`config.mk`:
```
export PLATFORM = sky130hd
export DESIGN_NAME = dirm_top
export DESIGN_NICKNAME = d
export VERILOG_FILES = /design/src/logic/dirm_filter.v /design/src/logic/dirm_top.v
export VERILOG_INCLUDE_DIRS = /design/src /design/src/include
export SDC_FILE = /design/constraint.sdc
export NUM_CORES = 1
export LEC_CHECK = 0
export BUFFER_PORTS_ARGS = -buffer_cell sky130_fd_sc_hd__buf_2
export CAP_MARGIN = 25
export CORE_ASPECT_RATIO = 1.4
export CORE_MARGIN = 4
export CORE_UTILIZATION = 45
export DETAILED_ROUTE_END_ITERATION = 6
export GPL_TIMING_DRIVEN = 1
export HOLD_SLACK_MARGIN = 0.08
export PLACE_DENSITY_LB_ADDON = 0.1
export SLEW_MARGIN = 20
export SYNTH_ARGS = -nofsm -noshare
export SYNTH_HDL_FRONTEND = slang
export SYNTH_SLANG_ARGS = --single-unit
```
`constraint.sdc`:
```
create_clock -name clk -period 4.15 [get_ports clk]
set_input_delay 0.6225 -clock clk [delete_from_list [all_inputs] [get_ports clk]]
set_output_delay 0.6225 -clock clk [all_outputs]
set_load 0.05 [all_outputs]
```
`src/include/dirm_map.vh`:
```
// Register numbers, frame offsets, field positions and timing counts of the
// four-channel digital input block. Included by every design file.
`ifndef DIRM_MAP_VH
`define DIRM_MAP_VH

// ****************************************
// Function models
// ****************************************
`define DIRM_MODEL_STANDARD 8'h00
`define DIRM_MODEL_COUNTER 8'h01
`define DIRM_MODEL_BUSCTRL 8'hFE

// ****************************************
// Register numbers (acyclic access)
// ****************************************
`define DIRM_REG_INPUT_STATE_BYTE 8'h00
`define DIRM_REG_EDGE_TALLY_ONE 8'h04
`define DIRM_REG_EDGE_TALLY_TWO 8'h06
`define DIRM_REG_EDGE_TALLY_THREE 8'h08
`define DIRM_REG_EDGE_TALLY_FOUR 8'h0A
`define DIRM_REG_TALLY_CLEAR_REQUESTS 8'h0C
`define DIRM_REG_EDGE_SELECT_SETTING 8'h0E
`define DIRM_REG_FILTER_DELAY_SETTING 8'h12

// ****************************************
// Fixed frame offsets (cyclic access)
// ****************************************
`define DIRM_OFS_STD_INPUT 4'h1
`define DIRM_OFS_CNT_INPUT 4'h1
`define DIRM_OFS_CNT_TALLY_ONE 4'h2
`define DIRM_OFS_CNT_TALLY_TWO 4'h4
`define DIRM_OFS_CNT_TALLY_THREE 4'h6
`define DIRM_OFS_CNT_TALLY_FOUR 4'h8
`define DIRM_OFS_CNT_CLEAR 4'h0
`define DIRM_OFS_BUS_INPUT 4'h0

// ****************************************
// Field positions
// ****************************************
`define DIRM_EDGE_RISE_LSB 0
`define DIRM_EDGE_FALL_LSB 4

// ****************************************
// Reset values
// ****************************************
`define DIRM_RST_FILTER 8'h00
`define DIRM_RST_EDGE 8'h00
`define DIRM_RST_CLEAR 8'h00
`define DIRM_RST_TALLY 16'h0000

// ****************************************
// Timing
// ****************************************
`define DIRM_CLK_MHZ 25
`define DIRM_UNIT_US 100
`define DIRM_UNIT_CYCLES (`DIRM_UNIT_US * `DIRM_CLK_MHZ)
`define DIRM_SAMPLE_US 200
`define DIRM_SAMPLE_CYCLES (`DIRM_SAMPLE_US * `DIRM_CLK_MHZ)
`define DIRM_FILTER_MAX 8'hFA
`define DIRM_LED_TICK_MS 100
`define DIRM_LED_TICK_CYCLES (`DIRM_LED_TICK_MS * 1000 * `DIRM_CLK_MHZ)

`endif

```
`src/logic/dirm_filter.v`:
```
// One channel glitch filter: samples the pin on the sample enable and
// passes a new level only after it stood for the configured delay.
// Assumes unitTick and sampleTick are one-cycle enables from the top level.
`timescale 1ns/1ps
`default_nettype none
`include "dirm_map.vh"

module dirm_filter (
  input wire clk,
  input wire srst,
  input wire unitTick,
  input wire sampleTick,
  input wire rawIn,
  input wire [7:0] delayUnits,
  output reg levelOut
);

  reg sampled_reg;
  reg [7:0] stable_reg;

  // ****************************************
  // Sampling and debounce
  // ****************************************
  always @(posedge clk) begin
    if (srst) begin
      sampled_reg <= 1'b0;
      stable_reg <= 8'h00;
      levelOut <= 1'b0;
    end else begin
      if (sampleTick) begin
        sampled_reg <= rawIn;
      end
      if (delayUnits == 8'h00) begin
        levelOut <= sampled_reg;
        stable_reg <= 8'h00;
      end else if (sampled_reg == levelOut) begin
        stable_reg <= 8'h00;
      end else if (unitTick) begin
        // One extra tick, since the unit divider runs free
        if (stable_reg >= delayUnits) begin
          levelOut <= sampled_reg;
          stable_reg <= 8'h00;
        end else begin
          stable_reg <= stable_reg + 8'h01;
        end
      end
    end
  end

endmodule
`default_nettype wire

```
`src/logic/dirm_top.v`:
```
// Top of the four-channel digital input block: filters, edge tallies,
// cyclic frame and acyclic register access, and the status indicators.
// Assumes all inputs are synchronous to clk and the station drives one
// access per strobe.
`timescale 1ns/1ps
`default_nettype none
`include "dirm_map.vh"

module dirm_top #(
  parameter CHANNELS = 4,
  parameter SAMPLE_CYCLES = `DIRM_SAMPLE_CYCLES,
  parameter LED_TICK_CYCLES = `DIRM_LED_TICK_CYCLES
) (
  input wire clk,
  input wire srst,
  input wire [3:0] chanIn,
  input wire [7:0] funcModel,
  input wire cycRdEn,
  input wire [3:0] cycRdOffset,
  output reg [7:0] cycRdData,
  output reg cycRdValid,
  input wire cycWrEn,
  input wire [3:0] cycWrOffset,
  input wire [7:0] cycWrData,
  input wire acWrEn,
  input wire [7:0] acWrReg,
  input wire [7:0] acWrData,
  output reg acWrAck,
  output reg acWrErr,
  input wire supplyOk,
  input wire faultPresent,
  input wire [1:0] opMode,
  output reg runLed,
  output reg errLed,
  output reg [3:0] chanLed
);

  localparam integer UNIT_LAST_I = `DIRM_UNIT_CYCLES - 1;
  localparam integer SAMPLE_LAST_I = SAMPLE_CYCLES - 1;
  localparam integer LED_LAST_I = LED_TICK_CYCLES - 1;
  localparam [12:0] UNIT_LAST = UNIT_LAST_I[12:0];
  localparam [12:0] SAMPLE_LAST = SAMPLE_LAST_I[12:0];
  localparam [23:0] LED_LAST = LED_LAST_I[23:0];
  localparam [1:0] MODE_OFF = 2'b00;
  localparam [1:0] MODE_RESET = 2'b01;
  localparam [1:0] MODE_PREOP = 2'b10;
  localparam [1:0] MODE_RUN = 2'b11;

  reg [12:0] unitDiv_reg;
  reg [12:0] sampleDiv_reg;
  reg [23:0] ledDiv_reg;
  reg [2:0] ledPhase_reg;
  reg [7:0] filterSetting_reg;
  reg [7:0] edgeSelect_reg;
  reg [7:0] clearReq_reg;
  reg [7:0] clearPrev_reg;
  reg [3:0] levelPrev_reg;
  wire [CHANNELS*16-1:0] tallyAll;
  wire [1:0] tallyIdx;
  wire [15:0] tallyWord;
  wire unitTick;
  wire sampleTick;
  wire ledTick;
  wire [3:0] level;
  wire [7:0] delayUnits;
  wire [7:0] inputByte;

  // ****************************************
  // Frame decode helpers
  // ****************************************
  function isCounterModel;
    input [7:0] model;
    begin
      isCounterModel = (model == `DIRM_MODEL_COUNTER);
    end
  endfunction

  function isStandardModel;
    input [7:0] model;
    begin
      isStandardModel = (model == `DIRM_MODEL_STANDARD);
    end
  endfunction

  function isBusModel;
    input [7:0] model;
    begin
      isBusModel = (model == `DIRM_MODEL_BUSCTRL);
    end
  endfunction

  function [15:0] tallyAt;
    input [CHANNELS*16-1:0] all;
    input [1:0] idx;
    begin
      tallyAt = all[idx*16 +: 16];
    end
  endfunction

  // ****************************************
  // Filter unit timebase
  // ****************************************
  assign unitTick = (unitDiv_reg == UNIT_LAST);

  always @(posedge clk) begin
    if (srst) begin
      unitDiv_reg <= 13'h0000;
    end else begin
      unitDiv_reg <= unitTick ? 13'h0000 : unitDiv_reg + 13'h0001;
    end
  end

  // ****************************************
  // Pin sampling timebase
  // ****************************************
  assign sampleTick = (sampleDiv_reg == SAMPLE_LAST);

  always @(posedge clk) begin
    if (srst) begin
      sampleDiv_reg <= 13'h0000;
    end else begin
      sampleDiv_reg <= sampleTick ? 13'h0000 : sampleDiv_reg + 13'h0001;
    end
  end

  // ****************************************
  // Indicator timebase and flash phase
  // ****************************************
  assign ledTick = (ledDiv_reg == LED_LAST);

  always @(posedge clk) begin
    if (srst) begin
      ledDiv_reg <= 24'h000000;
      ledPhase_reg <= 3'h0;
    end else begin
      ledDiv_reg <= ledTick ? 24'h000000 : ledDiv_reg + 24'h000001;
      if (ledTick) begin
        ledPhase_reg <= ledPhase_reg + 3'h1;
      end
    end
  end

  // ****************************************
  // Channel filters
  // ****************************************
  assign delayUnits = (filterSetting_reg > `DIRM_FILTER_MAX) ?
    `DIRM_FILTER_MAX : filterSetting_reg;

  genvar ch;
  generate
    for (ch = 0; ch < CHANNELS; ch = ch + 1) begin : gChan
      dirm_filter uFilter (
        .clk(clk),
        .srst(srst),
        .unitTick(unitTick),
        .sampleTick(sampleTick),
        .rawIn(chanIn[ch]),
        .delayUnits(delayUnits),
        .levelOut(level[ch])
      );
    end
  endgenerate

  assign inputByte = {4'h0, level};

  // ****************************************
  // Acyclic register writes
  // ****************************************
  always @(posedge clk) begin
    if (srst) begin
      filterSetting_reg <= `DIRM_RST_FILTER;
      edgeSelect_reg <= `DIRM_RST_EDGE;
      acWrAck <= 1'b0;
      acWrErr <= 1'b0;
    end else begin
      acWrAck <= 1'b0;
      acWrErr <= 1'b0;
      if (acWrEn) begin
        if (acWrReg == `DIRM_REG_FILTER_DELAY_SETTING) begin
          filterSetting_reg <= acWrData;
          acWrAck <= 1'b1;
        end else if (acWrReg == `DIRM_REG_EDGE_SELECT_SETTING &&
                     isCounterModel(funcModel)) begin
          edgeSelect_reg <= acWrData;
          acWrAck <= 1'b1;
        end else begin
          acWrErr <= 1'b1;
        end
      end
    end
  end

  // ****************************************
  // Cyclic clear requests
  // ****************************************
  always @(posedge clk) begin
    if (srst) begin
      clearReq_reg <= `DIRM_RST_CLEAR;
      clearPrev_reg <= `DIRM_RST_CLEAR;
    end else begin
      clearPrev_reg <= clearReq_reg;
      if (cycWrEn && isCounterModel(funcModel) &&
          cycWrOffset == `DIRM_OFS_CNT_CLEAR) begin
        clearReq_reg <= cycWrData;
      end
    end
  end

  // ****************************************
  // Edge tallies
  // ****************************************
  always @(posedge clk) begin
    if (srst) begin
      levelPrev_reg <= 4'h0;
    end else begin
      levelPrev_reg <= level;
    end
  end

  generate
    for (ch = 0; ch < CHANNELS; ch = ch + 1) begin : gTally
      wire riseHit;
      wire fallHit;
      wire clearHit;
      reg [15:0] tally_reg;
      assign riseHit = level[ch] & ~levelPrev_reg[ch] &
        edgeSelect_reg[`DIRM_EDGE_RISE_LSB + ch];
      assign fallHit = ~level[ch] & levelPrev_reg[ch] &
        edgeSelect_reg[`DIRM_EDGE_FALL_LSB + ch];
      assign clearHit = clearReq_reg[ch] & ~clearPrev_reg[ch];
      always @(posedge clk) begin
        if (srst) begin
          tally_reg <= `DIRM_RST_TALLY;
        end else if (clearHit) begin
          tally_reg <= `DIRM_RST_TALLY;
        end else if (riseHit | fallHit) begin
          tally_reg <= tally_reg + 16'h0001;
        end
      end
      assign tallyAll[ch*16 +: 16] = tally_reg;
    end
  endgenerate

  // ****************************************
  // Tally word select
  // ****************************************
  assign tallyIdx = cycRdOffset[2:1] - 2'h1;
  assign tallyWord = tallyAt(tallyAll, tallyIdx);

  // ****************************************
  // Cyclic frame reads
  // ****************************************
  always @(posedge clk) begin
    if (srst) begin
      cycRdData <= 8'h00;
      cycRdValid <= 1'b0;
    end else begin
      cycRdValid <= 1'b0;
      cycRdData <= 8'h00;
      if (cycRdEn) begin
        if (isStandardModel(funcModel)) begin
          if (cycRdOffset == `DIRM_OFS_STD_INPUT) begin
            cycRdData <= inputByte;
            cycRdValid <= 1'b1;
          end
        end else if (isCounterModel(funcModel)) begin
          if (cycRdOffset == `DIRM_OFS_CNT_INPUT) begin
            cycRdData <= inputByte;
            cycRdValid <= 1'b1;
          end else if (cycRdOffset >= `DIRM_OFS_CNT_TALLY_ONE &&
                       cycRdOffset <= `DIRM_OFS_CNT_TALLY_FOUR + 4'h1) begin
            cycRdData <= cycRdOffset[0] ? tallyWord[15:8] : tallyWord[7:0];
            cycRdValid <= 1'b1;
          end
        end else if (isBusModel(funcModel)) begin
          if (cycRdOffset == `DIRM_OFS_BUS_INPUT) begin
            cycRdData <= inputByte;
            cycRdValid <= 1'b1;
          end
        end
      end
    end
  end

  // ****************************************
  // Status indicators
  // ****************************************
  always @(posedge clk) begin
    if (srst) begin
      errLed <= 1'b0;
      chanLed <= 4'h0;
    end else begin
      chanLed <= level;
      errLed <= supplyOk & faultPresent;
    end
  end

  // ****************************************
  // Run indicator pattern
  // ****************************************
  always @(posedge clk) begin
    if (srst) begin
      runLed <= 1'b0;
    end else begin
      case (opMode)
        MODE_OFF: runLed <= 1'b0;
        MODE_RESET: runLed <= (ledPhase_reg == 3'h0);
        MODE_PREOP: runLed <= ledPhase_reg[0];
        MODE_RUN: runLed <= 1'b1;
        default: runLed <= 1'b0;
      endcase
    end
  end

endmodule
`default_nettype wire

```
==> summary.log, run 1 <==
[run_status] status finished clean
[floorplanning] placeable core region 0.0213 mm2
[critical_path] cell chain of the critical path inv_1 -> nor3_1 -> nand3_1 -> nand2_1 -> ha_1 -> a211oi_1 -> o21ai_0 -> a211oi_1 -> buf_4 -> nand3_1 -> o32ai_1
[placed_design] pre-CTS setup slack 1.28 ns
[critical_path] Buffers & Inverters on Critical Path 2
[finish] number of flip-flops in the largest register 64
[cts] clock buffers created by TritonCTS 17
[power] power density normalized to cell area 330 mW/mm2
[synthesis] dominant synthesized flop cell sky130_fd_sc_hd__dfxtp_1
[global_routing] number of antenna violations at the first check in global routing 0
[finish] Diodes inserted 0
[critical_path] cell family contributing the most delay on the critical path compound AO/OA/AOI/OAI gates
[run] Max Cap Viol 0
[placed_design] number of buffers inserted by port buffering 65
[finish] post-layout net count 1243
[sta] count of endpoints failing hold in the final timing report 0
[critical_path] Worst Setup End Kind register
[sta] Slew @ Worst Pin 0.784 ns
[synthesis] register bit total from synthesis 198
[sta] fin. max-slew vios 0
[power] power share of the sequential group 53.2%
[cts] cell at the root of the clock tree sky130_fd_sc_hd__clkbuf_16
[finish] fill cell instance count of the final layout 2059
[sta] worst hold slack across all endpoints 0.417 ns
[drt] Wirelength per Cell 15.4 um
[sta] final-layout setup total negative slack 0 ns
[power] leakage 4.13 nW
[cts] Longest Clk Path Bufs 2
[critical_path] crit-path max cell delay 0.37 ns
[sta] clock period minus final worst setup slack 2.87 ns
[critical_path] CP max stage cell sky130_fd_sc_hd__dfxtp_1
[critical_path] kind of launch point of the worst setup path register
[cts] maximum level of the CTS H-tree 4
[power] sw frac 23.6%
[cts] Post-CTS Setup Inserts 0
[power] combinational cell fraction of total power 3.0%
[finish] Area Overhead vs Synth 11.5%
[placed_design] Final GP Congestion 0.790
[sta] setup ws final 1.28 ns
[global_routing] number of global-route vias before repair 7467
[floorplanning] height of the chip 182 um
[global_routing] maximum number of pins on one net before global-route repair 43
[finish] Final Core Density 51.2%
[sta] fin crit share 69.2%
[floorplanning] number of top-level design ports 70
[floorplanning] number of placement rows 63
[floorplanning] die area 0.0242 mm2
[finish] fraction of final layout cells with drive strength greater than 1 12.1%
[cts] clock-pin slew reported for the worst setup and hold paths after clock tree synthesis 0.08 ns
[synthesis] synthesized cell area 0.00977 mm2
[finish] Post-Layout Cell Count 1418
[cts] CTS tree done
[global_routing] overall track demand over capacity in global routing 18.2%
[drt] DRC viols 0
[synthesis] mean instance size in the synthesized netlist 9.00 um2
[placed_design] cell area after placement 0.0103 mm2
[cts] Clock Sink Count 198
[sta] setup repair after global routing missed its margin no
[critical_path] type of the worst setup path reg -> reg
[critical_path] Crit Path Max Fanout 11
[placed_design] Post-Place Cells 1386
[sta] final worst clock skew 0.0107 ns
[placed_design] detailed placement HPWL 16000 um
[cts] CTS Hold Bufs 0
[drt] Detail Route Antenna Nets 0
[power] IR drop worst, VDD 0.303 mV
[drt] number of iterations in the first detailed-routing pass 5
[power] Int Power 2.75 mW
[drt] Total Wirelength 21900 um
[finish] total non-filler cell area in the finished layout 0.0109 mm2
[critical_path] worst endpoint required time 4.49 ns
[cts] Resized cells post-CTS 0
[synthesis] total number of yosys warnings 0
[sta] worst max-slew margin expressed relative to the limit 47.4%
[floorplanning] initial core utilization 45.9%
[synthesis] post-synthesis cell count 1086
[global_routing] wire length of the first global-routing pass 36400 um
[cts] clock latency of the later-clocked register in the worst-skew pair 0.44 ns
[floorplanning] Die Wd 133 um
[synthesis] EDFF count, synth 0
[drt] number of vias per cell 5.42
[synthesis] syn nets 1184
[synthesis] share of flip-flops with an asynchronous set or reset after synthesis 0%
[drt] vias 7692
[power] Switching Power 0.850 mW
[global_routing] remaining global-route overflow 0
[synthesis] synth unique cells 59
[sta] setup violation total in the final timing report 0
[synthesis] sequential area share after synthesis 40.6%
[drt] first-iteration detailed-routing DRC count 356
[power] Final Total Pwr 3.60 mW
[critical_path] endpoint arrival time on the critical path 3.21 ns
[hold_path] worst min path class in -> reg
[sta] Max Fclk 348 MHz
[power] Clock Power Share 43.7%
-- cells in the final DEF, fill, tap and decap left out, types with 5 or more instances in the layout --
cell type                   netlist  routed
sky130_fd_sc_hd__a211oi_1        24      24
sky130_fd_sc_hd__a21boi_0         8       8
sky130_fd_sc_hd__a21oi_1         32      32
sky130_fd_sc_hd__a41oi_1         12      12
sky130_fd_sc_hd__and2_1           6       6
sky130_fd_sc_hd__and3_1          41      41
sky130_fd_sc_hd__and4_1           9       9
sky130_fd_sc_hd__buf_2           14      65
sky130_fd_sc_hd__buf_4            2      14
sky130_fd_sc_hd__clkbuf_16        0      17
sky130_fd_sc_hd__clkinv_4         0       5
sky130_fd_sc_hd__dfxtp_1        198     198
sky130_fd_sc_hd__ha_1            45      45
sky130_fd_sc_hd__inv_1           27      27
sky130_fd_sc_hd__mux2i_1         32      32
sky130_fd_sc_hd__mux4_2          15      15
sky130_fd_sc_hd__nand2_1         85      85
sky130_fd_sc_hd__nand2b_1        11      11
sky130_fd_sc_hd__nand3_1         69      69
sky130_fd_sc_hd__nand3b_1        10      10
sky130_fd_sc_hd__nand4_1         34      34
sky130_fd_sc_hd__nor2_1         166     166
sky130_fd_sc_hd__nor2b_1         13      13
sky130_fd_sc_hd__nor3_1           6       6
sky130_fd_sc_hd__nor4_1           6       6
sky130_fd_sc_hd__o21ai_0         14      14
sky130_fd_sc_hd__o22ai_1         10      10
sky130_fd_sc_hd__o31ai_1         12      12
sky130_fd_sc_hd__or2_2            5       5
sky130_fd_sc_hd__xnor2_1         42      42
sky130_fd_sc_hd__xor2_1          64      64
-- synthesized netlist by cell type, drive strengths merged, types with 25 or more instances --
library cell / count / area share (%)
nand3: 70 / 3.6
ha: 45 / 5.8
xnor2: 42 / 3.8
mux2i: 32 / 3.3
inv: 27 / 1.0
nand2: 85 / 3.3
a211oi: 25 / 2.0
xor2: 64 / 5.7
and3: 41 / 2.6
nand4: 34 / 2.2
nor2: 166 / 6.4
a21oi: 32 / 1.6
dfxtp: 198 / 41
-- tightest hold or removal path, delay by kind of cell --
kind	cells	cell delay (ns)
buf+inv	1	0.07
simple gates	1	0.07
mux	1	0.05
-- routing by layer --
| metal | global-route usage [%] | part of all wire [%] | vias to the layer above |
|---|---|---|---|
| met5 | 0 | 0 | - |
| met4 | 5.53 | 1.5 | 0 |
| met3 | 3.56 | 3.6 | 20 |
| met2 | 31.6 | 49 | 119 |
| met1 | 22.9 | 46 | 3580 |
| li1 | - | - | 3973 |
-- area by class of cell --
class / instances / area (um2) / area share, %
multi-input cells: 821 / 5510 / 50.6
flip-flops and latches: 198 / 3960 / 36.4
clock buffers: 18 / 439 / 4.03
repair buffers: 79 / 430 / 3.95
well taps: 260 / 325 / 2.99
clock inverters: 14 / 118 / 1.08
inverters: 28 / 105 / 0.965
-- kinds of logic (layout without fill, tap and decap cells) --
kind of cell | Yosys count | after routing | share of synthesized area [%]
mux | 48 | 48 | 6.85
buf+inv | 67 | 139 | 2.98
compound gates | 136 | 136 | 9.58
xor+xnor | 106 | 106 | 9.50
fa+ha+maj | 45 | 45 | 5.76
simple gates | 486 | 486 | 24.7
flops | 198 | 198 | 40.6
-- worst paths after layout --
path	slack [ns]	start	depth (start not counted)	to
setup / recovery	1.28	filterSetting_reg[7]$_SDFFE_PP0P_	11	gChan[0].uFilter.stable_reg[2]$_SDFFE_PP0P_
hold / removal	0.42	chanIn[2]	3	gChan[2].uFilter.sampled_reg$_SDFFE_PP0P_
setup reg to reg	1.28	filterSetting_reg[7]$_SDFFE_PP0P_	11	gChan[0].uFilter.stable_reg[2]$_SDFFE_PP0P_
hold reg to reg	0.45	clearReq_reg[2]$_SDFFE_PP0P_	2	clearPrev_reg[2]$_SDFF_PP0_
-- power by group through the flow --
stage | clock (mW) | combinational (mW) | sequential [mW]
6_report | 1.57 | 0.109 | 1.91
5_1_grt | 1.69 | 0.121 | 1.92
4_1_cts | 1.63 | 0.111 | 1.91
3_5_place_dp | 0 | 0.111 | 1.96
3_3_place_gp | 0 | 0.110 | 1.96
2_1_floorplan | 0 | 0.0621 | 1.96
(Power assumes the default switching activity.)
==> inputs of run 2 (changes only) <==
Settings changed: ABC_AREA set to 1.
Clock period 4.15 ns to 2.55 ns, I/O delays scaled along.
==> summary.log, run 2 <==
[run_status] status finished clean [unchanged]
[cts] clock-pin slew reported for the worst setup and hold paths after clock tree synthesis 0.07 ns [was 0.08 ns]
[sta] setup repair after global routing missed its margin no [unchanged]
[floorplanning] height of the chip 190 um [was 182 um]
[hold_path] Worst Hold Launch faultPresent [was chanIn[2]]
[sta] fin crit share 87.7% [was 69.2%]
[floorplanning] Die Wd 138 um [was 133 um]
[critical_path] Worst Setup End Kind register [unchanged]
[finish] Diodes inserted 0 [unchanged]
[finish] most frequent cells in the layout sky130_fd_sc_hd__nand2_1 (352), sky130_fd_sc_hd__inv_1 (226), sky130_fd_sc_hd__dfxtp_1 (198) [was sky130_fd_sc_hd__dfxtp_1 (198), sky130_fd_sc_hd__nor2_1 (166), sky130_fd_sc_hd__nand2_1 (85)]
[floorplanning] number of placement rows 66 [was 63]
[floorplanning] placeable core region 0.0233 mm2 [was 0.0213 mm2]
[placed_design] Post-Place Cells 1918 [was 1386]
[finish] post-layout net count 1729 [was 1243]
[synthesis] syn nets 1653 [was 1184]
[sta] clock period minus final worst setup slack 2.24 ns [was 2.87 ns]
[synthesis] Synth area leaders sky130_fd_sc_hd__dfxtp_1 (37%), sky130_fd_sc_hd__nand2_1 (12%), sky130_fd_sc_hd__inv_1 (8.0%) [was sky130_fd_sc_hd__dfxtp_1 (41%), sky130_fd_sc_hd__nor2_1 (6.4%), sky130_fd_sc_hd__ha_1 (5.8%)]
[critical_path] crit-path max cell delay 0.33 ns [was 0.37 ns]
[floorplanning] number of top-level design ports 70 [unchanged]
[critical_path] worst endpoint required time 2.91 ns [was 4.49 ns]
[power] IR drop worst, VDD 0.473 mV [was 0.303 mV]
[power] power density normalized to cell area 524 mW/mm2 [was 330 mW/mm2]
[cts] Post-CTS Setup Inserts 0 [unchanged]
[sta] Slew @ Worst Pin 0.667 ns [was 0.784 ns]
[critical_path] cell chain of the critical path inv_1 -> o21ai_0 -> nand4_1 -> inv_1 -> nor2_1 -> buf_4 -> ha_1 -> nand2_1 -> nand2_1 -> nand2_1 -> nand2_1 -> nand2_1 -> nand3_1 -> nand2_1 -> nand3_1 -> nor3_1 [was inv_1 -> nor3_1 -> nand3_1 -> nand2_1 -> ha_1 -> a211oi_1 -> o21ai_0 -> a211oi_1 -> buf_4 -> nand3_1 -> o32ai_1]
[finish] fraction of final layout cells with drive strength greater than 1 9.67% [was 12.1%]
[synthesis] sequential area share after synthesis 37.3% [was 40.6%]
[sta] count of endpoints failing hold in the final timing report 0 [unchanged]
[sta] worst hold slack across all endpoints 0.161 ns [was 0.417 ns]
[critical_path] startpoint of the worst-slack reg-to-reg timing path filterSetting_reg[1]$_SDFFE_PP0P_ [was filterSetting_reg[7]$_SDFFE_PP0P_]
[drt] Wirelength per Cell 14.1 um [was 15.4 um]
[synthesis] synth cell count leaders sky130_fd_sc_hd__nand2_1 (352), sky130_fd_sc_hd__inv_1 (226), sky130_fd_sc_hd__dfxtp_1 (198), sky130_fd_sc_hd__nor2_1 (168), sky130_fd_sc_hd__a21oi_1 (142) [was sky130_fd_sc_hd__dfxtp_1 (198), sky130_fd_sc_hd__nor2_1 (166), sky130_fd_sc_hd__nand2_1 (85), sky130_fd_sc_hd__nand3_1 (69), sky130_fd_sc_hd__xor2_1 (64)]
[power] leakage 4.65 nW [was 4.13 nW]
[global_routing] remaining global-route overflow 0 [unchanged]
[finish] number of flip-flops in the largest register 64 [unchanged]
[cts] Clock Sink Count 198 [unchanged]
[sta] Max Fclk 447 MHz [was 348 MHz]
[cts] cell at the root of the clock tree sky130_fd_sc_hd__clkbuf_16 [unchanged]
[run] Max Cap Viol 0 [unchanged]
[critical_path] origin of the worst setup path filterSetting_reg[1]$_SDFFE_PP0P_ [was filterSetting_reg[7]$_SDFFE_PP0P_]
[finish] most frequent standard cell in the layout excluding fill and tap cells sky130_fd_sc_hd__nand2_1 [was sky130_fd_sc_hd__dfxtp_1]
[critical_path] type of the worst setup path reg -> reg [unchanged]
[critical_path] CP max stage cell sky130_fd_sc_hd__dfxtp_1 [unchanged]
[floorplanning] die area 0.0262 mm2 [was 0.0242 mm2]
[synthesis] synthesized cell area 0.0106 mm2 [was 0.00977 mm2]
[global_routing] overall track demand over capacity in global routing 21.6% [was 18.2%]
[sta] setup violation total in the final timing report 0 [unchanged]
[sta] worst max-slew margin expressed relative to the limit 55.5% [was 47.4%]
[synthesis] dominant synthesized flop cell sky130_fd_sc_hd__dfxtp_1 [unchanged]
[cts] CTS Hold Bufs 0 [unchanged]
[sta] final-layout setup total negative slack 0 ns [unchanged]
[cts] maximum level of the CTS H-tree 4 [unchanged]
[finish] Post-Layout Cell Count 1950 [was 1418]
[finish] area used by sequential logic in the layout 0.00396 mm2 [unchanged]
[synthesis] cell taking the most area after synthesis sky130_fd_sc_hd__dfxtp_1 [unchanged]
[critical_path] endpoint arrival time on the critical path 2.60 ns [was 3.21 ns]
[floorplanning] initial core utilization 45.7% [was 45.9%]
[synthesis] synth unique cells 43 [was 59]
[synthesis] post-synthesis cell count 1555 [was 1086]
[cts] CTS tree done [unchanged]
[drt] number of iterations in the first detailed-routing pass 6 [was 5]
[global_routing] maximum number of pins on one net before global-route repair 30 [was 43]
[synthesis] total number of yosys warnings 0 [unchanged]
[hold_path] worst min path class in -> reg [unchanged]
[critical_path] Most common cell on crit path sky130_fd_sc_hd__nand2_1
[global_routing] number of global-route vias before repair 9268 [was 7467]
[cts] clock latency of the later-clocked register in the worst-skew pair 0.44 ns [about the same]
[synthesis] share of flip-flops with an asynchronous set or reset after synthesis 0% [unchanged]
[cts] Resized cells post-CTS 0 [unchanged]
[critical_path] Crit Path Max Fanout 6 [was 11]
[drt] Detail Route Antenna Nets 0 [unchanged]
[drt] DRC viols 0 [unchanged]
[finish] area of combinational cells with multiple inputs 0.00567 mm2 [was 0.00551 mm2]
[placed_design] Final GP Congestion 0.972 [was 0.790]
[synthesis] register bit total from synthesis 198 [unchanged]
[synthesis] mean instance size in the synthesized netlist 6.84 um2 [was 9.00 um2]
[critical_path] Buffers & Inverters on Critical Path 3 [was 2]
[global_routing] wire length of the first global-routing pass 45000 um [was 36400 um]
[sta] final worst clock skew 0.0115 ns [was 0.0107 ns]
[cts] Longest Clk Path Bufs 2 [unchanged]
[finish] Area Overhead vs Synth 12.4% [was 11.5%]
[global_routing] number of antenna violations at the first check in global routing 0 [unchanged]
[drt] number of vias per cell 5.07 [was 5.42]
[drt] Total Wirelength 27400 um [was 21900 um]
[synthesis] area share of the largest cell type after synthesis 37.3% [was 40.6%]
[critical_path] cell family contributing the most delay on the critical path simple AND/OR/NAND/NOR gates [was compound AO/OA/AOI/OAI gates]
[placed_design] detailed placement HPWL 21500 um [was 16000 um]
[drt] first-iteration detailed-routing DRC count 563 [was 356]
[cts] clock buffers created by TritonCTS 17 [unchanged]
[placed_design] number of buffers inserted by port buffering 65 [unchanged]
[drt] vias 9890 [was 7692]
[sta] fin. max-slew vios 0 [unchanged]
[finish] fill cell instance count of the final layout 2412 [was 2059]
[critical_path] kind of launch point of the worst setup path register [unchanged]
[synthesis] most numerous cell in the Yosys netlist sky130_fd_sc_hd__nand2_1 [was sky130_fd_sc_hd__dfxtp_1]
[synthesis] EDFF count, synth 0 [unchanged]
## run 2: worst min-delay path, cell delays in order
cell,delay (ns)
sky130_fd_sc_hd__buf_2,0.09
sky130_fd_sc_hd__nand2_1,0.05
sky130_fd_sc_hd__nor2_1,0.03
## run 2: worst paths after layout
kind | to | slack (ns) | cells after the start
max | gChan[2].uFilter.stable_reg[3]$_SDFFE_PP0P_ | 0.31 | 16
min | errLed$_SDFF_PP0_ | 0.16 | 3
max reg2reg | gChan[2].uFilter.stable_reg[3]$_SDFFE_PP0P_ | 0.31 | 16
min reg2reg | unitDiv_reg[0]$_SDFF_PP0_ | 0.45 | 1
## run 2: final cells by class
cell class	count	area share [%]
Clock buffer	20	3.91
Clock inverter	12	1.38
Inverter	232	7.29
Multi-Input combinational cell	1103	47.5
Sequential cell	198	33.2
Tap cell	306	3.20
Timing Repair Buffer	79	3.60
## run 2: where the power goes
group | internal, mW | switching [mW] | total (mW)
Sequential | 3.11 | 0.0124 | 3.12
Clock | 1.64 | 1.23 | 2.88
Combinational | 0.0906 | 0.181 | 0.272
Total | 4.84 | 1.43 | 6.27
## run 2: cells by family after synthesis
| logic type | after synthesis | share of synthesized area, % |
|---|---|---|
| and+or+nand+nor | 760 | 31.8 |
| buffers and inverters | 254 | 9.38 |
| xor gates and xnor gates | 44 | 3.62 |
| DFF | 198 | 37.3 |
| AOI/OAI and AO/OA | 254 | 12.6 |
| adders and majority gates | 45 | 5.30 |
## run 2: per-stage QoR
step           power (mW)  setup slack (ns)  util, %  instance area, um2
3_3_place_gp         3.46             0.321     48.6               11300
2_1_floorplan        3.36             0.670        -               10600
3_5_place_dp         3.46             0.311     48.6               11300
4_1_cts              6.34             0.288     51.3               12000
6_report             6.27             0.314     51.3               12000
5_1_grt              6.50            0.0691     51.3               12000
## run 2: routing by layer
| metal | part of all wire (%) | global-route usage, % |
|---|---|---|
| met5 | 0 | 0 |
| met4 | 3.8 | 9.16 |
| met2 | 51 | 39.0 |
| met1 | 41 | 25.0 |
| met3 | 3.5 | 3.33 |
==> inputs of run 3 (changes only) <==
Clock period 2.55 ns to 2.1 ns, I/O delays scaled along.
==> summary.log, run 3 (synthesis gave the netlist of run 2 again) <==
[critical_path] r2r worst-path depth 18 [was 16]
[sta] setup repair after global routing missed its margin yes [was no]
[sta] setup violation total in the final timing report 0 [unchanged]
[finish] number of flip-flops in the largest register 64 [unchanged]
[floorplanning] initial core utilization 45.7% [unchanged]
[power] power density normalized to cell area 605 mW/mm2 [was 524 mW/mm2]
[critical_path] type of the worst setup path reg -> reg [unchanged]
[power] leakage 4.73 nW [was 4.65 nW]
[finish] total non-filler cell area in the finished layout 0.0123 mm2 [was 0.0120 mm2]
[critical_path] flop-to-flop setup slack 0.05 ns [was 0.31 ns]
[global_routing] number of antenna violations at the first check in global routing 0 [unchanged]
[floorplanning] die area 0.0262 mm2 [unchanged]
[placed_design] Final GP Congestion 0.948 [was 0.972]
[drt] Total Wirelength 28000 um [was 27400 um]
[drt] first-iteration detailed-routing DRC count 498 [was 563]
[sta] final worst clock skew 0.00832 ns [was 0.0115 ns]
[run] Max Cap Viol 0 [unchanged]
[floorplanning] height of the chip 190 um [unchanged]
[global_routing] met2 Use GR 39.8% [was 39.0%]
[hold_path] Worst Hold Launch opMode[1] [was faultPresent]
[floorplanning] number of placement rows 66 [unchanged]
[sta] Slew @ Worst Pin 0.694 ns [was 0.667 ns]
[drt] Wirelength per Cell 14.2 um [was 14.1 um]
[sta] count of endpoints failing hold in the final timing report 0 [unchanged]
[critical_path] Crit Path Max Fanout 4 [was 6]
[run_status] status finished clean [unchanged]
[finish] most frequent cells in the layout sky130_fd_sc_hd__nand2_1 (344), sky130_fd_sc_hd__inv_1 (222), sky130_fd_sc_hd__dfxtp_1 (195) [was sky130_fd_sc_hd__nand2_1 (352), sky130_fd_sc_hd__inv_1 (226), sky130_fd_sc_hd__dfxtp_1 (198)]
[sta] fin. max-slew vios 0 [unchanged]
[floorplanning] placeable core region 0.0233 mm2 [unchanged]
[finish] fill cell instance count of the final layout 2418 [was 2412]
[global_routing] layer with the highest usage met2 [unchanged]
[sta] Max Fclk 488 MHz [was 447 MHz]
[global_routing] global-route met1 utilization 25.5% [was 25.0%]
[critical_path] startpoint of the worst-slack reg-to-reg timing path filterSetting_reg[1]$_SDFFE_PP0P_ [unchanged]
[global_routing] remaining global-route overflow 0 [unchanged]
[sta] worst max-slew margin expressed relative to the limit 53.7% [was 55.5%]
[sta] clock period minus final worst setup slack 2.05 ns [was 2.24 ns]
[critical_path] kind of launch point of the worst setup path register [unchanged]
[global_routing] number of global-route vias before repair 9590 [was 9268]
[placed_design] cell area after placement 0.0115 mm2 [was 0.0113 mm2]
[finish] post-layout net count 1749 [was 1729]
[cts] clock buffers created by TritonCTS 17 [unchanged]
[drt] DRC viols 0 [unchanged]
[cts] clock latency of the later-clocked register in the worst-skew pair 0.45 ns [was 0.44 ns]
[finish] Area Overhead vs Synth 15.6% [was 12.4%]
[sta] fin crit share 97.5% [was 87.7%]
[cts] Longest Clk Path Bufs 2 [unchanged]
[sta] worst hold slack across all endpoints 0.123 ns [was 0.161 ns]
[global_routing] maximum number of pins on one net before global-route repair 30 [unchanged]
[cts] clock-pin slew reported for the worst setup and hold paths after clock tree synthesis 0.07 ns [about the same]
[drt] number of iterations in the first detailed-routing pass 5 [was 6]
[global_routing] wire length of the first global-routing pass 46200 um [was 45000 um]
[floorplanning] number of top-level design ports 70 [unchanged]
[critical_path] endpoint arrival time on the critical path 2.44 ns [was 2.60 ns]
[global_routing] met3 track utilization from global routing 3.07% [was 3.33%]
[drt] vias 10000 [was 9890]
[hold_path] number of cells traversed by the worst hold path 3 [unchanged]
[floorplanning] Die Wd 138 um [unchanged]
[finish] most frequent standard cell in the layout excluding fill and tap cells sky130_fd_sc_hd__nand2_1 [unchanged]
[placed_design] detailed placement HPWL 21600 um [was 21500 um]
[placed_design] number of buffers inserted by port buffering 65 [unchanged]
[cts] maximum level of the CTS H-tree 4 [unchanged]
[hold_path] hold path endpoint runLed$_SDFF_PP0_ [was errLed$_SDFF_PP0_]
[critical_path] Worst Setup End Kind register [unchanged]
[critical_path] end of the worst register-to-register path gChan[3].uFilter.levelOut$_SDFFE_PP0P_ [was gChan[2].uFilter.stable_reg[3]$_SDFFE_PP0P_]
[cts] CTS tree done [unchanged]
[hold_path] worst min path class in -> reg [unchanged]
[finish] fraction of final layout cells with drive strength greater than 1 13.2% [was 9.67%]
[drt] Detail Route Antenna Nets 0 [unchanged]
[critical_path] worst endpoint required time 2.49 ns [was 2.91 ns]
[cts] Clock Sink Count 198 [unchanged]
[power] Final Total Pwr 7.43 mW [was 6.27 mW]
[power] IR drop worst, VDD 0.587 mV [was 0.473 mV]
[drt] number of vias per cell 5.08 [was 5.07]
[global_routing] overall track demand over capacity in global routing 22.2% [was 21.6%]
[finish] Diodes inserted 0 [unchanged]
[cts] cell at the root of the clock tree sky130_fd_sc_hd__clkbuf_16 [unchanged]
==> run 3: worst max-delay path by stage <==
stage,slack [ns],to,cells after the start,startpoint
5_1_grt,-0.07,gChan[3].uFilter.levelOut$_SDFFE_PP0P_,18,filterSetting_reg[5]$_SDFFE_PP0P_
3_5_place_dp,-0.07,gChan[2].uFilter.stable_reg[3]$_SDFFE_PP0P_,16,filterSetting_reg[7]$_SDFFE_PP0P_
3_3_place_gp,-0.05,gChan[2].uFilter.stable_reg[3]$_SDFFE_PP0P_,16,filterSetting_reg[7]$_SDFFE_PP0P_
6_report,0.05,gChan[3].uFilter.levelOut$_SDFFE_PP0P_,18,filterSetting_reg[1]$_SDFFE_PP0P_
4_1_cts,0.003,gChan[3].uFilter.stable_reg[6]$_SDFFE_PP0P_,16,filterSetting_reg[7]$_SDFFE_PP0P_
2_1_floorplan,0.22,gChan[2].uFilter.stable_reg[3]$_SDFFE_PP0P_,15,filterSetting_reg[7]$_SDFFE_PP0P_
==> run 3: final cells by class <==
type | instances | area (um2) | share of cell area, %
inverter | 232 | 871 | 7.09
timing repair buffer | 99 | 613 | 4.99
sequential | 198 | 3970 | 32.3
tap | 306 | 383 | 3.12
multi-input combinational | 1103 | 5870 | 47.7
clock inverter | 13 | 148 | 1.20
clock buffer | 18 | 439 | 3.57
==> run 3: per-stage QoR <==
step	setup TNS (ns)	setup slack (ns)	std cells	util, %
after floorplan	0	0.220	1555	-
after global placement	-0.201	-0.0536	1936	49.2
after detailed placement	-0.331	-0.0670	1936	49.2
after CTS	0	0.00274	1969	52.0
after global routing	-0.719	-0.0700	1969	52.8
final	0	0.0524	1969	52.8
==> run 3: routing by layer <==
metal  vias up  wire [um]
li1       5226          -
met1      4542      11500
met2       172      14300
met3        67        824
met4         0       1250
met5         -          0
==> run 3: worst max-delay path, cell delays in order (launching register included) <==
cell,delay [ns]
sky130_fd_sc_hd__dfxtp_2,0.35
sky130_fd_sc_hd__inv_1,0.05
sky130_fd_sc_hd__o21ai_1,0.12
sky130_fd_sc_hd__nand4_1,0.16
sky130_fd_sc_hd__inv_2,0.12
sky130_fd_sc_hd__nor2_4,0.07
sky130_fd_sc_hd__buf_6,0.12
sky130_fd_sc_hd__ha_4,0.25
sky130_fd_sc_hd__nand2_1,0.04
sky130_fd_sc_hd__nand2_1,0.05
sky130_fd_sc_hd__nand2_1,0.05
sky130_fd_sc_hd__nand2_1,0.05
sky130_fd_sc_hd__nand2_1,0.06
sky130_fd_sc_hd__nand3_2,0.08
sky130_fd_sc_hd__nand2_2,0.07
sky130_fd_sc_hd__buf_6,0.13
sky130_fd_sc_hd__nand3_2,0.05
sky130_fd_sc_hd__nand2_1,0.05
sky130_fd_sc_hd__nor2_1,0.11
==> run 3: report_power, final <==
group          internal, mW  total, mW  switching, mW  leakage [nW]
clock                  1.79       3.30           1.51         0.276
sequential             3.77       3.78         0.0134          1.60
combinational         0.121      0.346          0.225          2.86
==> run 3: repair_timing <==
item,in CTS,in global routing
setup buffers,0,2
pin swaps,0,11
endpoints found under the setup margin,17,36
endpoints found under the hold margin,1,0
hold buffers,2,0
gates resized for setup,9,43
